`src/pkg/downcount_timer_consts.svh`:
```
// Register map, field positions, reset values and timing counts of the down-count timer
//--------------------------------------------------------------------------------------
//--------------------------------------------------------------------------------------
`ifndef DOWNCOUNT_TIMER_CONSTS_SVH
`define DOWNCOUNT_TIMER_CONSTS_SVH

// Register offsets (byte addresses)
`define OFS_COUNT 8'h00
`define OFS_PRELOAD 8'h04
`define OFS_CONTROL 8'h08
`define OFS_SOFT_IRQ 8'h0C

// Control field positions
`define CTL_ENABLE 0
`define CTL_RELOAD 1
`define CTL_START 2
`define CTL_DEBUG_PAUSE 3
`define CTL_FW_HALT 4
`define CTL_WIDTH 5

// Soft interrupt field width
`define SOFT_IRQ_BITS 4

// Reset values
`define COUNT_RESET 32'h0000_0000
`define PRELOAD_RESET 32'h0000_0000
`define CONTROL_RESET 5'h00

// Timing: system clock and timer tick rate in Hz
`define CLK_HZ 100000000
`define TICK_HZ 32768
`define TICK_DIV (`CLK_HZ / `TICK_HZ)
`define TICK_CNT_W 12

`endif

```
`src/pkg/downcount_timer_pkg.sv`:
```
// Types shared by the down-count timer design
package downcount_timer_pkg;

    // Counter run state
    typedef enum logic {
        ST_IDLE,
        ST_RUN
    } run_state_e;

    typedef logic [31:0] word_t;

endpackage

```
`src/hdl/tick_divider.sv`:
```
// Divider that turns the system clock into a one-cycle 32 kHz tick enable
`timescale 1ns/1ps
`include "downcount_timer_consts.svh"

module tick_divider (
    // Clock and reset
    input wire logic ref_clk,
    input wire logic rst,
    // Tick enable
    output logic tick
);

    logic [`TICK_CNT_W-1:0] div_q;
    logic [`TICK_CNT_W-1:0] div_d;
    logic wrap;

    // Wrap after TICK_DIV cycles; the fraction is dropped, so the tick runs slightly fast
    assign wrap = (div_q == `TICK_CNT_W'(`TICK_DIV - 1));
    assign div_d = wrap ? '0 : div_q + `TICK_CNT_W'(1);

    // Free-running prescaler
    always_ff @(posedge ref_clk) begin
        if (rst) begin
            div_q <= '0;
            tick <= 1'b0;
        end else begin
            div_q <= div_d;
            tick <= wrap;
        end
    end

endmodule

```
`src/hdl/downcount_timer.sv`:
```
// Low-power down-count timer with control and software interrupt registers
`timescale 1ns/1ps
`include "downcount_timer_consts.svh"

module downcount_timer
    import downcount_timer_pkg::*;
(
    // Clock and reset
    input wire logic ref_clk,
    input wire logic rst,
    // Register port
    input wire logic reg_wr,
    input wire logic reg_rd,
    input wire logic [7:0] reg_addr,
    input wire logic [31:0] reg_wdata,
    output logic [31:0] reg_rdata,
    output logic reg_rvalid,
    // Debug halt, shared with the processor halt
    input wire logic debug_halt,
    // Interrupt events
    output logic countdown_irq,
    output logic [`SOFT_IRQ_BITS-1:0] soft_irq
);

    //----------------------------------------------------------------------
    // State
    //----------------------------------------------------------------------
    word_t count_q;
    word_t count_d;
    word_t preload_q;
    word_t preload_d;
    run_state_e state_q;
    run_state_e state_d;
    logic enable_q;
    logic enable_d;
    logic reload_q;
    logic reload_d;
    logic debug_pause_q;
    logic debug_pause_d;
    logic fw_halt_q;
    logic fw_halt_d;
    logic irq_d;
    logic tick;

    //----------------------------------------------------------------------
    // Tick enable
    //----------------------------------------------------------------------
    // The counter steps on this enable so the timer keeps a single clock domain
    tick_divider u_tick (
        .ref_clk(ref_clk),
        .rst(rst),
        .tick(tick)
    );

    //----------------------------------------------------------------------
    // Address decode
    //----------------------------------------------------------------------
    logic hit_count;
    logic hit_preload;
    logic hit_control;
    logic hit_soft;
    logic wr_count;
    logic wr_preload;
    logic wr_control;
    logic wr_soft;

    // Offsets decoded by if-style priority through plain compares
    assign hit_count = (reg_addr == `OFS_COUNT);
    assign hit_preload = (reg_addr == `OFS_PRELOAD);
    assign hit_control = (reg_addr == `OFS_CONTROL);
    assign hit_soft = (reg_addr == `OFS_SOFT_IRQ);
    assign wr_count = reg_wr && hit_count;
    assign wr_preload = reg_wr && hit_preload;
    assign wr_control = reg_wr && hit_control;
    assign wr_soft = reg_wr && hit_soft;

    //----------------------------------------------------------------------
    // Control write fields
    //----------------------------------------------------------------------
    logic new_enable;
    logic new_start;
    logic start_rise;
    logic start_fall;
    logic preload_zero;

    assign new_enable = reg_wdata[`CTL_ENABLE];
    assign new_start = reg_wdata[`CTL_START];
    assign preload_zero = (preload_q == '0);
    // Only a 0-to-1 write of start loads, so rewriting control to flip a halt
    // bit does not restart a running count
    assign start_rise = wr_control && new_enable && new_start && (state_q == ST_IDLE);
    assign start_fall = wr_control && !new_start && (state_q == ST_RUN);

    //----------------------------------------------------------------------
    // Pause and step conditions
    //----------------------------------------------------------------------
    logic hw_pause;
    logic counting;
    logic step;
    logic at_one;

    // Debug input only counts when its enable is set
    assign hw_pause = debug_pause_q && debug_halt;
    assign counting = enable_q && (state_q == ST_RUN) && !fw_halt_q && !hw_pause;
    assign step = tick && counting && (count_q != '0);
    assign at_one = (count_q == 32'h0000_0001);

    //----------------------------------------------------------------------
    // Next-state logic
    //----------------------------------------------------------------------
    // A control, count or preload write in the same cycle as a tick wins over the tick
    always_comb begin
        count_d = count_q;
        preload_d = preload_q;
        state_d = state_q;
        enable_d = enable_q;
        reload_d = reload_q;
        debug_pause_d = debug_pause_q;
        fw_halt_d = fw_halt_q;
        irq_d = 1'b0;
        if (wr_control && !new_enable) begin
            // Disabling returns every register bit to its default
            count_d = `COUNT_RESET;
            preload_d = `PRELOAD_RESET;
            state_d = ST_IDLE;
            enable_d = 1'b0;
            reload_d = 1'b0;
            debug_pause_d = 1'b0;
            fw_halt_d = 1'b0;
        end else if (wr_control) begin
            enable_d = 1'b1;
            reload_d = reg_wdata[`CTL_RELOAD];
            debug_pause_d = reg_wdata[`CTL_DEBUG_PAUSE];
            fw_halt_d = reg_wdata[`CTL_FW_HALT];
            if (start_rise) begin
                if (preload_zero) begin
                    state_d = ST_IDLE;
                end else begin
                    count_d = preload_q;
                    state_d = ST_RUN;
                end
            end else if (start_fall) begin
                count_d = '0;
                state_d = ST_IDLE;
            end
        end else if (wr_count) begin
            count_d = reg_wdata;
        end else if (wr_preload) begin
            // Preload only reaches the counter on start or on reload
            preload_d = reg_wdata;
        end else if (step) begin
            case (state_q)
                ST_RUN: begin
                    if (at_one) begin
                        irq_d = 1'b1;
                        if (reload_q) begin
                            count_d = preload_q;
                        end else begin
                            count_d = '0;
                            state_d = ST_IDLE;
                        end
                    end else begin
                        count_d = count_q - 32'h0000_0001;
                    end
                end
                default: begin
                    state_d = state_q;
                end
            endcase
        end
        // A preload write on a different cycle than the step is handled above
        if (wr_preload && step && at_one && reload_q) begin
            preload_d = reg_wdata;
        end
    end

    //----------------------------------------------------------------------
    // Timer registers
    //----------------------------------------------------------------------
    always_ff @(posedge ref_clk) begin
        if (rst) begin
            count_q <= `COUNT_RESET;
            preload_q <= `PRELOAD_RESET;
            state_q <= ST_IDLE;
            enable_q <= 1'b0;
            reload_q <= 1'b0;
            debug_pause_q <= 1'b0;
            fw_halt_q <= 1'b0;
        end else begin
            count_q <= count_d;
            preload_q <= preload_d;
            state_q <= state_d;
            enable_q <= enable_d;
            reload_q <= reload_d;
            debug_pause_q <= debug_pause_d;
            fw_halt_q <= fw_halt_d;
        end
    end

    //----------------------------------------------------------------------
    // Interrupt events
    //----------------------------------------------------------------------
    logic [`SOFT_IRQ_BITS-1:0] soft_d;

    // One pulse per written one; zeros in the write leave the line quiet
    genvar gi;
    generate
        for (gi = 0; gi < `SOFT_IRQ_BITS; gi = gi + 1) begin : g_soft
            assign soft_d[gi] = wr_soft && reg_wdata[gi];
        end
    endgenerate

    // Event outputs are one-cycle pulses straight from flops
    always_ff @(posedge ref_clk) begin
        if (rst) begin
            countdown_irq <= 1'b0;
            soft_irq <= '0;
        end else begin
            countdown_irq <= irq_d;
            soft_irq <= soft_d;
        end
    end

    //----------------------------------------------------------------------
    // Read path
    //----------------------------------------------------------------------
    logic [`CTL_WIDTH-1:0] ctl_view;
    word_t rd_mux;

    // Reserved control bits and the whole soft register read as zero
    assign ctl_view = {fw_halt_q, debug_pause_q, (state_q == ST_RUN), reload_q, enable_q};
    assign rd_mux = hit_count ? count_q :
                    hit_preload ? preload_q :
                    hit_control ? {27'h0, ctl_view} :
                    '0;

    // Read data is registered and valid for one cycle
    always_ff @(posedge ref_clk) begin
        if (rst) begin
            reg_rdata <= '0;
            reg_rvalid <= 1'b0;
        end else begin
            reg_rdata <= reg_rd ? rd_mux : '0;
            reg_rvalid <= reg_rd;
        end
    end

endmodule

```
`config.mk`:
```
export PLATFORM = sky130hd
export DESIGN_NAME = downcount_timer
export DESIGN_NICKNAME = d
export VERILOG_FILES = /design/src/pkg/downcount_timer_pkg.sv /design/src/hdl/tick_divider.sv /design/src/hdl/downcount_timer.sv
export VERILOG_INCLUDE_DIRS = /design/src /design/src/pkg
export SDC_FILE = /design/constraint.sdc
export NUM_CORES = 1
export LEC_CHECK = 0
export BUFFER_PORTS_ARGS = -buffer_cell sky130_fd_sc_hd__clkbuf_2
export CORE_UTILIZATION = 46
export DETAILED_ROUTE_END_ITERATION = 7
export PLACE_DENSITY = 0.73
export SLEW_MARGIN = 5
export SYNTH_ARGS = -nofsm -noshare
export SYNTH_HDL_FRONTEND = slang
export SYNTH_SLANG_ARGS = --single-unit
```
`constraint.sdc`:
```
create_clock -name ref_clk -period 3.43 [get_ports ref_clk]
set_clock_uncertainty 0.2 [all_clocks]
set_input_delay 0.1715 -clock ref_clk [delete_from_list [all_inputs] [get_ports ref_clk]]
set_output_delay 0.1715 -clock ref_clk [all_outputs]
set_load 0.005 [all_outputs]
```
======== Yosys cells after proc, flatten, opt, wreduce, memory -nomap -nowiden ========
Index checks and enable logic that the tools add are counted.
word-level totals
  bits in registers ....................... 120
  bits of input ports ..................... 45
  output and inout bits ................... 38
  word-level logic and storage cells ...... 100
operators by class
  $add $sub $neg .......................... 2
  equality and inequality tests ........... 12
  muxes and demuxes ....................... 29
  bitwise gates (word level) .............. 3
  reduce and logical (&&, ||, !) cells .... 41
operators with widths
  kind                                                 count
  2-to-1 mux 32 bit                                    17
  == test 32 x 1 -> 1 bit (second input constant)      1
  zero test 32 bit                                     1
  nonzero test 32 bit                                  1
  subtractor 32 x 1 -> 32 bit (second input constant)  1
  logical AND 1 bit                                    23
  == test 8 x 4 -> 1 bit (second input constant)       2
  adder 12 x 1 -> 12 bit (second input constant)       1
  == test 12 bit (second input constant)               1
  2-to-1 mux 1 bit                                     11
  != test 3 x 1 -> 1 bit (second input constant)       3
  nonzero test 3 bit                                   3
  == test 8 x 3 -> 1 bit (second input constant)       1
  zero test 8 bit                                      1
  OR reduction 7 bit                                   1
  OR reduction 2 bit                                   3
  2-to-1 mux 5 bit                                     1
  AND reduction 5 bit                                  1
  zero test 1 bit                                      4
  != test 2 x 1 -> 1 bit (second input constant)       2
  AND reduction 4 bit                                  1
  != test 3 x 2 -> 1 bit (second input constant)       1
  != test 3 bit (second input constant)                1
  inverter 1 bit                                       3
  2 further kinds                                      2

======== Longest topological paths before layout ========
Gate-level depths: netlist of the first run.
  depth in word-level cells ............... 10
  gate-level depth with buffers ........... 10

======== Modules after synthesis ========
A second synthesis of the first run with hierarchy kept.
second synthesis, totals
  cell total of the unflattened synthesis .. 680
  area total of the unflattened synthesis .. 5,896.9 µm²
modules (own cells, without submodules)
  module           times used  cells each  area an instance (µm²)
  downcount_timer  1           618         5,305.1
  tick_divider     1           62          591.8

======== Least setup slack after synthesis of the first run ========
Ideal clock, no wire load.
  kind .................................... register -> register
  start ................................... register count_q[20]
  end ..................................... register count_q[26]
  library setup time ...................... 0.079 ns
  arrival time ............................ 2.244 ns
  setup slack ............................. 0.907 ns
  cell stages (with the launch flop) ...... 8
  path through ............................ dfxtp_1 > buf_6 > or4_4 > or3_4 > or4_1 > a31oi_1 > a222oi_1 > a211oi_2
between the ends
  cells in the longest elaborated chain, start to end .. 7
  elaborated cells between the ends (all ways) .. 12
  classes of those cells .................. add/sub (1); eq/ne (1); mux (6); reduce/logical (4)
ends and longest elaborated chain
  what                                                                    line                                            text
  start: declaration                                                      downcount_timer.sv:28                           word_t count_q;
  start signal: assignment                                                downcount_timer.sv:182                          count_q <= `COUNT_RESET;
  start signal: assignment                                                downcount_timer.sv:190                          count_q <= count_d;
  subtractor 32 x 1 -> 32 bit or == test 32 x 1 -> 1 bit (tied branches)  downcount_timer.sv:163, downcount_timer.sv:106
  2-to-1 mux 32 bit                                                       downcount_timer.sv:154                          if (at_one) begin
  2-to-1 mux 32 bit                                                       downcount_timer.sv:152                          case (state_q)
  2-to-1 mux 32 bit                                                       downcount_timer.sv:151                          end else if (step) begin
  2-to-1 mux 32 bit                                                       downcount_timer.sv:148                          end else if (wr_preload) begin
  2-to-1 mux 32 bit                                                       downcount_timer.sv:146                          end else if (wr_count) begin
  2-to-1 mux 32 bit                                                       downcount_timer.sv:130                          end else if (wr_control) begin
Parallel ways exist; a longest one is shown, timed or not. The select of a mux whose other input is x is not followed.
A chain may end at the register's enable or synchronous reset.

======== Worst setup path after layout of the first run ========
  start ................................... register count_q[20]
  end ..................................... register countdown_irq
between the ends
  cells in the longest elaborated chain, start to end .. 4
  elaborated cells between the ends (all ways) .. 6
  classes of those cells .................. eq/ne (1); mux (1); bitwise (1); reduce/logical (3)
ends and longest elaborated chain
  what                                 line                    text
  nonzero test 32 bit                  downcount_timer.sv:105  assign step = tick && counting && (count_q != '0);
  logical AND 1 bit                    downcount_timer.sv:105
  inverter 1 bit (no source line)      --
  OR reduction 7 bit (no source line)  --
  end signal: assignment               downcount_timer.sv:219  countdown_irq <= irq_d;
  end: declaration                     downcount_timer.sv:21   output logic countdown_irq,
Parallel ways exist; a longest one is shown, timed or not.

==> results of run 1 <==
## logic make-up after synthesis
| logic type | after synthesis | synth area share, % |
|---|---|---|
| adders and majority gates | 4 | 0.8073 |
| and+or+nand+nor | 275 | 22.97 |
| muxes | 15 | 2.422 |
| AOI/OAI and AO/OA | 231 | 25.49 |
| xor gates and xnor gates | 29 | 4.097 |
| buffers and inverters | 73 | 5.469 |
| DFF | 120 | 38.75 |
## power by group through the flow
stage	Clock, W	Sequential [W]	Combinational [W]
final	0.00182	0.00141	0.000209
after global routing	0.00191	0.00141	0.000225
after CTS	0.00184	0.00141	0.000206
after detailed placement	0	0.00144	0.000176
after global placement	0	0.00144	0.000175
after floorplan	0	0.00144	0.000110
## layout by cell type, fill, tap and decap left out, types with 5 or more instances in the layout
cell / Yosys / layout
a211oi_1: 29 / 29
a21oi_1: 85 / 85
a222oi_1: 21 / 21
a22o_1: 10 / 10
a22oi_1: 29 / 29
buf_4: 5 / 30
clkbuf_16: 0 / 17
clkbuf_2: 1 / 82
dfxtp_1: 120 / 120
dlygate4sd3_1: 0 / 34
inv_1: 8 / 8
mux2i_1: 15 / 15
nand2_1: 103 / 103
nand3_1: 8 / 8
nand4_1: 9 / 9
nor2_1: 59 / 59
nor3_1: 21 / 19
nor4_1: 21 / 21
nor4_4: 4 / 5
o21ai_0: 14 / 14
o31ai_1: 5 / 5
or3_1: 10 / 9
or4_1: 7 / 7
xnor2_1: 11 / 11
xor2_1: 18 / 18
## per-stage QoR
stage               instance area (sq um)  std cells  hold WS, ns
finish                               7711       1033       0.1025
global route                         7711       1033       0.1040
CTS                                  7710       1033      0.07046
detailed placement                   6777        970       0.2226
global placement                     6777        970       0.2195
floorplan                            6200        747      0.04794
## path summary, 6_finish.rpt
check | endpoint | slack (ns) | cells after the start
hold / removal | soft_irq[2]$_SDFF_PP0_ | 0.10 | 4
setup reg to reg | countdown_irq$_SDFF_PP0_ | 0.21 | 5
hold reg to reg | u_tick.div_q[0]$_SDFF_PP0_ | 0.27 | 1
setup / recovery | countdown_irq$_SDFF_PP0_ | 0.21 | 5
## sequential cells by signal (all words and copies together), names as in the netlist
signal         flops
count_q           32
fw_halt_q          1
u_tick.tick        1
u_tick.div_q      12
reload_q           1
state_q            1
countdown_irq      1
reg_rdata         32
enable_q           1
debug_pause_q      1
preload_q         32
reg_rvalid         1
soft_irq           4
## final cells by class
cell class              count  area [sq um]
inverters                   8         30.03
fillers                  1232          5479
well taps                 176         220.2
clock buffers              21         470.5
flip-flops and latches    120          2402
clock inverters             8         122.6
repair buffers            146         975.9
multi-input cells         554          3490
## critical path, cell delays in order, from the launching register on
cell           delay [ns]
dfxtp_1              0.38
nor4_1               0.47
nand3_1              0.37
or3_2                0.84
nor4_1               0.33
dlygate4sd3_1        0.58
## timing repair
action	4_1_cts	5_1_grt
gates resized for setup	0	1
hold endpoints to repair	46	0
hold buffers	34	0
endpoints found under the setup margin	0	1
buffers inserted	0	0
## per-layer routing
| metal | up-vias | track usage (%) | routed length (microns) |
|---|---|---|---|
| met2 | 354 | 44.04 | 8928 |
| met1 | 2986 | 35.68 | 7988 |
| met3 | 53 | 6.831 | 1608 |
| met4 | 0 | 11.86 | 475 |
| met5 | - | 0 | 0 |
| li1 | 2989 | - | - |
==> summary.md, run 1 <==
| Metric | Value |
|---|---|
| Drt pass-1 iters | 8 |
| Total GRT Usage | 27.73% |
| Share of the yosys chip area belonging to registers | 38.75% |
| Num rows | 42 |
| # port buffers | 82 |
| WS Path Type | flip-flop to flip-flop |
| Max Root-Sink Buffers | 2 |
| Actual slew at the worst max-slew pin | 0.9858 ns |
| Commonest cells post-synth | dfxtp_1 (120), nand2_1 (103), a21oi_1 (85), nor2_1 (59), clkbuf_1 (37) |
| Gpl congestion | ~0.9 |
| Post-layout worst setup margin | 0.2059 ns |
| Final Routed Wirelength | 19,000 microns |
| Largest net degree at the start of global routing | 41 |
| Pwr/cell area | 445.4 nW/um^2 |
| Top cells by area, synth | dfxtp_1 (39%), a21oi_1 (6.9%), nand2_1 (6.2%) |
| Synth area leader | dfxtp_1 |
| Post-synth EDFFs | 0 |
| Flop pwr share | 41.0% |
| Crit share post-route | 94.00% |
| Fin util | 58.46% |
| Crit. End Element | flip-flop |
| Syn avg cell area | 8.299 sq um |
| Crit-path max FO | 15 |
| Switch Pwr | between 0.0007 and 0.0008 W |
| Initial DRC Count | between 600 and 700 |
| Max_slew headroom | 34.19% |
| Post-synthesis instance area | 6200 sq um |
| Max frequency | between 300 and 400 MHz |
| Chip Width | about 120 microns |
| Seq cells post-synth | 120 |
| Clock power frac | 52.9% |
| NumNets Final | 896 |
| Antenna Cells | 0 |
| ANT nets after route | 0 |
| Grt ovf | 0 |
| Clock Sinks | 120 |
| DRC | 0 |
| Post-DP HPWL | 12,210 microns |
| Reg clk slew, reported paths | 0.06 ns |
| Post-synth top flop | dfxtp_1 |
| Root Buffer | clkbuf_16 |
| Yosys warning count | 0 |
| Setup_tns | 0 ns |
| Worst vdd ir | 0.4076 mV |
| Worst-skew pair later-pin latency | 0.42 ns |
| Starting Density | a little under half |
| CTS tree | yes |
| Int Power | 0.002680 W |
| First-pass GRT wire length | 30,470 microns |
| Status | finished clean |
| Maxcap violations | 0 |
| Startpoint types | flip-flop |
| Yosys cell types | 68 |
| Final Max Slew Viols | 0 |
| Htree depth | 4 |
| Gate count of the mapped netlist | 747 |
| Setup-failing EPs final | 0 |
| Minimum clock period after layout | 3.224 ns |
| Vias/cell | 6.178 |
| Syn nets | 796 |
| Placeable Area | 13,190 sq um |
| Count leader, synth | dfxtp_1 |
| Final Hold Vio Count | 0 |
| Area Growth Syn to Fin | 24.38% |
| WL per Instance | between 15 and 20 microns |
| R2R Path Start | count_q[20]$_SDFFE_PP0P_ |
| Class of the worst hold path | input pin to flip-flop |
| Total power draw | 0.003435 W |
| Top cell type's share of synthesized area | 38.75% |
| Die area | 13,950 sq um |
| DR vias | 6,382 |
| Worst Path Required | around 3.6 ns |
| Hold path start | reg_addr[2] |
| Vias in the first global route | just under 6,000 |
| RSZ-0062 raised after global routing | false |
| Logic pwr share | 6.1% |
| Die height | 118.1 microns |
| DP Worst Slack | 0.4002 ns |
| # IOs | 83 |
| Switching Fraction | 21.97% |
| Proportion of layout cells with a drive suffix above 1 | 19.84% |
| Arr. time, crit path | 3.39 ns |
| Ys async rst share | 0% |
| Number of antenna violations at the first check in global routing | 0 |
| Leakage | 3.009 nW |
| Worst setup path startpoint | count_q[20]$_SDFFE_PP0P_ |
| Total CTS buffers | 17 |
(Power assumes the default switching activity.)
==> run 2: changes to the inputs <==
- PLACE_DENSITY: 0.73 -> 0.76
- SLEW_MARGIN: 5 -> 40
- clock period: 3.43 -> 2.9 ns (I/O delays scaled with it)
==> run 2 against run 1 <==
Sequential cell count stayed put. Via count is 0.94% lower. Clock power is 20% higher. Core utilization is 1.0 points higher. Largest cell class unchanged. Sequential share of layout area is 0.54 points lower. Sequential power is 18% higher. Largest power group unchanged. Highest routed layer unchanged. Cell area is 1.8% higher. Clock-buffer cell count is 1 higher. Fmax is 18% higher. Global-route usage is 0.064 points lower. Die area stayed put. Combinational power is 19% higher.
==> summary.md, run 2 (synthesis gave the netlist of run 1 again) <==
| Metric | Value |
|---|---|
| Startpoint types | flip-flop (unchanged) |
| Fillers | 1,187 (was 1,232) |
| Worst vdd ir | 0.3456 mV (was 0.4076 mV) |
| Cells on worst reg2reg path | 7 (was 5) |
| CTS tree | yes (unchanged) |
| Top Registers | count_q (32), preload_q (32), reg_rdata (32) (unchanged) |
| Htree depth | 4 (unchanged) |
| Final Max Slew Viols | 0 (unchanged) |
| Proportion of layout cells with a drive suffix above 1 | 20.78% (was 19.84%) |
| WS Path Type | flip-flop to flip-flop (unchanged) |
| Slowest stage delay, CP | 0.47 ns (was 0.84 ns) |
| Crit share post-route | 94.56% (was 94.00%) |
| Setup crit end | count_q[2]$_SDFFE_PP0P_ (was countdown_irq$_SDFF_PP0_) |
| Die area | 13,950 sq um (unchanged) |
| RSZ-0062 raised after global routing | false (unchanged) |
| Num rows | 42 (unchanged) |
| NumNets Final | 907 (was 896) |
| Max Root-Sink Buffers | 2 (unchanged) |
| Leakage | 3.088 nW (was 3.009 nW) |
| Setup_tns | 0 ns (unchanged) |
| Setup bufs post-CTS | 0 (unchanged) |
| Grt ovf | 0 (unchanged) |
| Vias in the first global route | 6,086 (was 5,867) |
| CP Cell Sequence | nor4_1, nand3_1, or3_1, buf_4, mux2i_1, a222oi_1, a211oi_1 (was nor4_1, nand3_1, or3_2, nor4_1, dlygate4sd3_1) |
| DR vias | 6,322 (was 6,382) |
| Chip Width | 118.1 microns (unchanged) |
| Maxcap violations | 0 (unchanged) |
| Crit path max-delay family | simple AND/OR/NAND/NOR gates (unchanged) |
| Final Hold Vio Count | 0 (unchanged) |
| Most common cell after layout, fill and taps aside | dfxtp_1 (unchanged) |
| Hold path start | reg_addr[1] (was reg_addr[2]) |
| Drt pass-1 iters | 7 (was 8) |
| Crit-path max FO | 10 (was 15) |
| Final Routed Wirelength | 18,350 microns (was 19,000 microns) |
| Minimum clock period after layout | 2.742 ns (was 3.224 ns) |
| Post-DP HPWL | 11,940 microns (was 12,210 microns) |
| Status | finished clean (unchanged) |
| Max_slew headroom | 55.14% (was 34.19%) |
| Reg clk slew, reported paths | 0.06 ns (about the same) |
| CP bufs+invs | 1 (unchanged) |
| Number of antenna violations at the first check in global routing | 0 (unchanged) |
| DRC | 0 (unchanged) |
| Clock Sinks | 120 (unchanged) |
| Starting Density | 47.00% (unchanged) |
| Total GRT Usage | 27.67% (was 27.73%) |
| First-pass GRT wire length | 30,860 microns (was 30,470 microns) |
| Placeable Area | 13,190 sq um (unchanged) |
| Arr. time, crit path | 2.84 ns (was 3.39 ns) |
| Total CTS buffers | 17 (unchanged) |
| Worst-skew pair later-pin latency | 0.42 ns (about the same) |
| ANT nets after route | 0 (unchanged) |
| R2R Path Start | count_q[20]$_SDFFE_PP0P_ (unchanged) |
| Reg-to-reg slack, setup | 0.16 ns (was 0.21 ns) |
| Vias/cell | 6.038 (was 6.178) |
| Worst Path Required | 3.00 ns (was 3.59 ns) |
| Root Buffer | clkbuf_16 (unchanged) |
| Crit. End Element | flip-flop (unchanged) |
| Area Growth Syn to Fin | 26.58% (was 24.38%) |
| Critical Path Stages | 7 (was 5) |
| Gpl congestion | 0.9042 (was 0.9159) |
| Worst R2R End | count_q[2]$_SDFFE_PP0P_ (was countdown_irq$_SDFF_PP0_) |
| Pwr/cell area | 522.2 nW/um^2 (was 445.4 nW/um^2) |
| Slowest cell on crit path | or3_1 (was or3_2) |
| Class of the worst hold path | input pin to flip-flop (unchanged) |
| Setup-failing EPs final | 0 (unchanged) |
| Most frequent cells in the layout | dfxtp_1 (120), nand2_1 (103), a21oi_1 (85) (unchanged) |
| Actual slew at the worst max-slew pin | 0.6713 ns (was 0.9858 ns) |
| WL per Instance | 17.53 microns (was 18.39 microns) |
| Worst setup path startpoint | count_q[20]$_SDFFE_PP0P_ (unchanged) |
| Largest net degree at the start of global routing | 67 (was 41) |
| # port buffers | 82 (unchanged) |
| Initial DRC Count | 775 (was 660) |
| Die height | 118.1 microns (unchanged) |
| Max frequency | 364.7 MHz (was 310.2 MHz) |
| Antenna Cells | 0 (unchanged) |
| Min Hold Slack | 0.1319 ns (was 0.1025 ns) |
| # IOs | 83 (unchanged) |
==> run 2: cell types whose count changed in the layout (fill, tap and decap cells not counted), sizes merged <==
| cell | previous run | this run |
|---|---|---|
| clkinv | 2 | 6 |
| clkbuf | 103 | 104 |
| bufinv | 3 | 4 |
| buf | 30 | 41 |
| clkinvlp | 3 | 0 |
==> run 2: worst min path at each step <==
stage	endpoint	slack [ns]	cells after the start
after floorplan	countdown_irq$_SDFF_PP0_	0.02	1
after global placement	preload_q[29]$_SDFFE_PP0P_	0.19	3
after detailed placement	preload_q[6]$_SDFFE_PP0P_	0.20	3
after CTS	reg_rdata[4]$_SDFF_PP0_	0.12	5
after global routing	soft_irq[1]$_SDFF_PP0_	0.16	5
final	reg_rdata[4]$_SDFF_PP0_	0.13	5
==> run 2: routing by layer <==
layer  vias to the layer above  global-route usage, %  wire, microns
met5                         -                      0              0
met4                         0                  13.06            566
met3                        54                  6.008           1564
met2                       339                  43.38           8467
met1                      2918                  36.10           7755
li1                       3011                      -              -
==> run 2: layout make-up <==
| type | count | area (sq um) | area share [%] |
|---|---|---|---|
| inverters | 8 | 30.03 | 0.3827 |
| well taps | 176 | 220.2 | 2.806 |
| clock inverters | 10 | 150.1 | 1.913 |
| flip-flops and latches | 120 | 2402 | 30.61 |
| multi-input cells | 554 | 3495 | 44.53 |
| clock buffers | 22 | 454.2 | 5.788 |
| repair buffers | 157 | 1096 | 13.97 |
==> run 2: worst min-delay path: stages <==
cell      delay (ns)
clkbuf_2        0.10
or4b_2          0.19
nor2_1          0.12
nand2_1         0.08
a21oi_1         0.06
==> run 2: where the power goes <==
group	switching (W)	total, W	internal (W)
clock	0.000735	0.00218	0.00145
sequential	0.00000816	0.00167	0.00166
combinational	0.000131	0.000249	0.000119
==> run 2: per-stage QoR <==
step           util, %  instance area [sq um]  worst slack [ns]  cells  power [W]
6_report         59.50                   7848            0.1577   1047   0.004098
5_1_grt          59.50                   7848          0.007373   1047   0.004231
4_1_cts          59.45                   7841            0.1615   1047   0.004127
3_5_place_dp     52.29                   6897            0.1934    981   0.001911
3_3_place_gp     52.29                   6897            0.2799    981   0.001909
2_1_floorplan        -                   6200            0.3771    747   0.001827
==> run 2: repair_timing <==
item                                    CTS  global route
hold buffers                             34             0
hold endpoints to repair                 61             0
endpoints found under the setup margin    0            30
resized for setup                         0             1
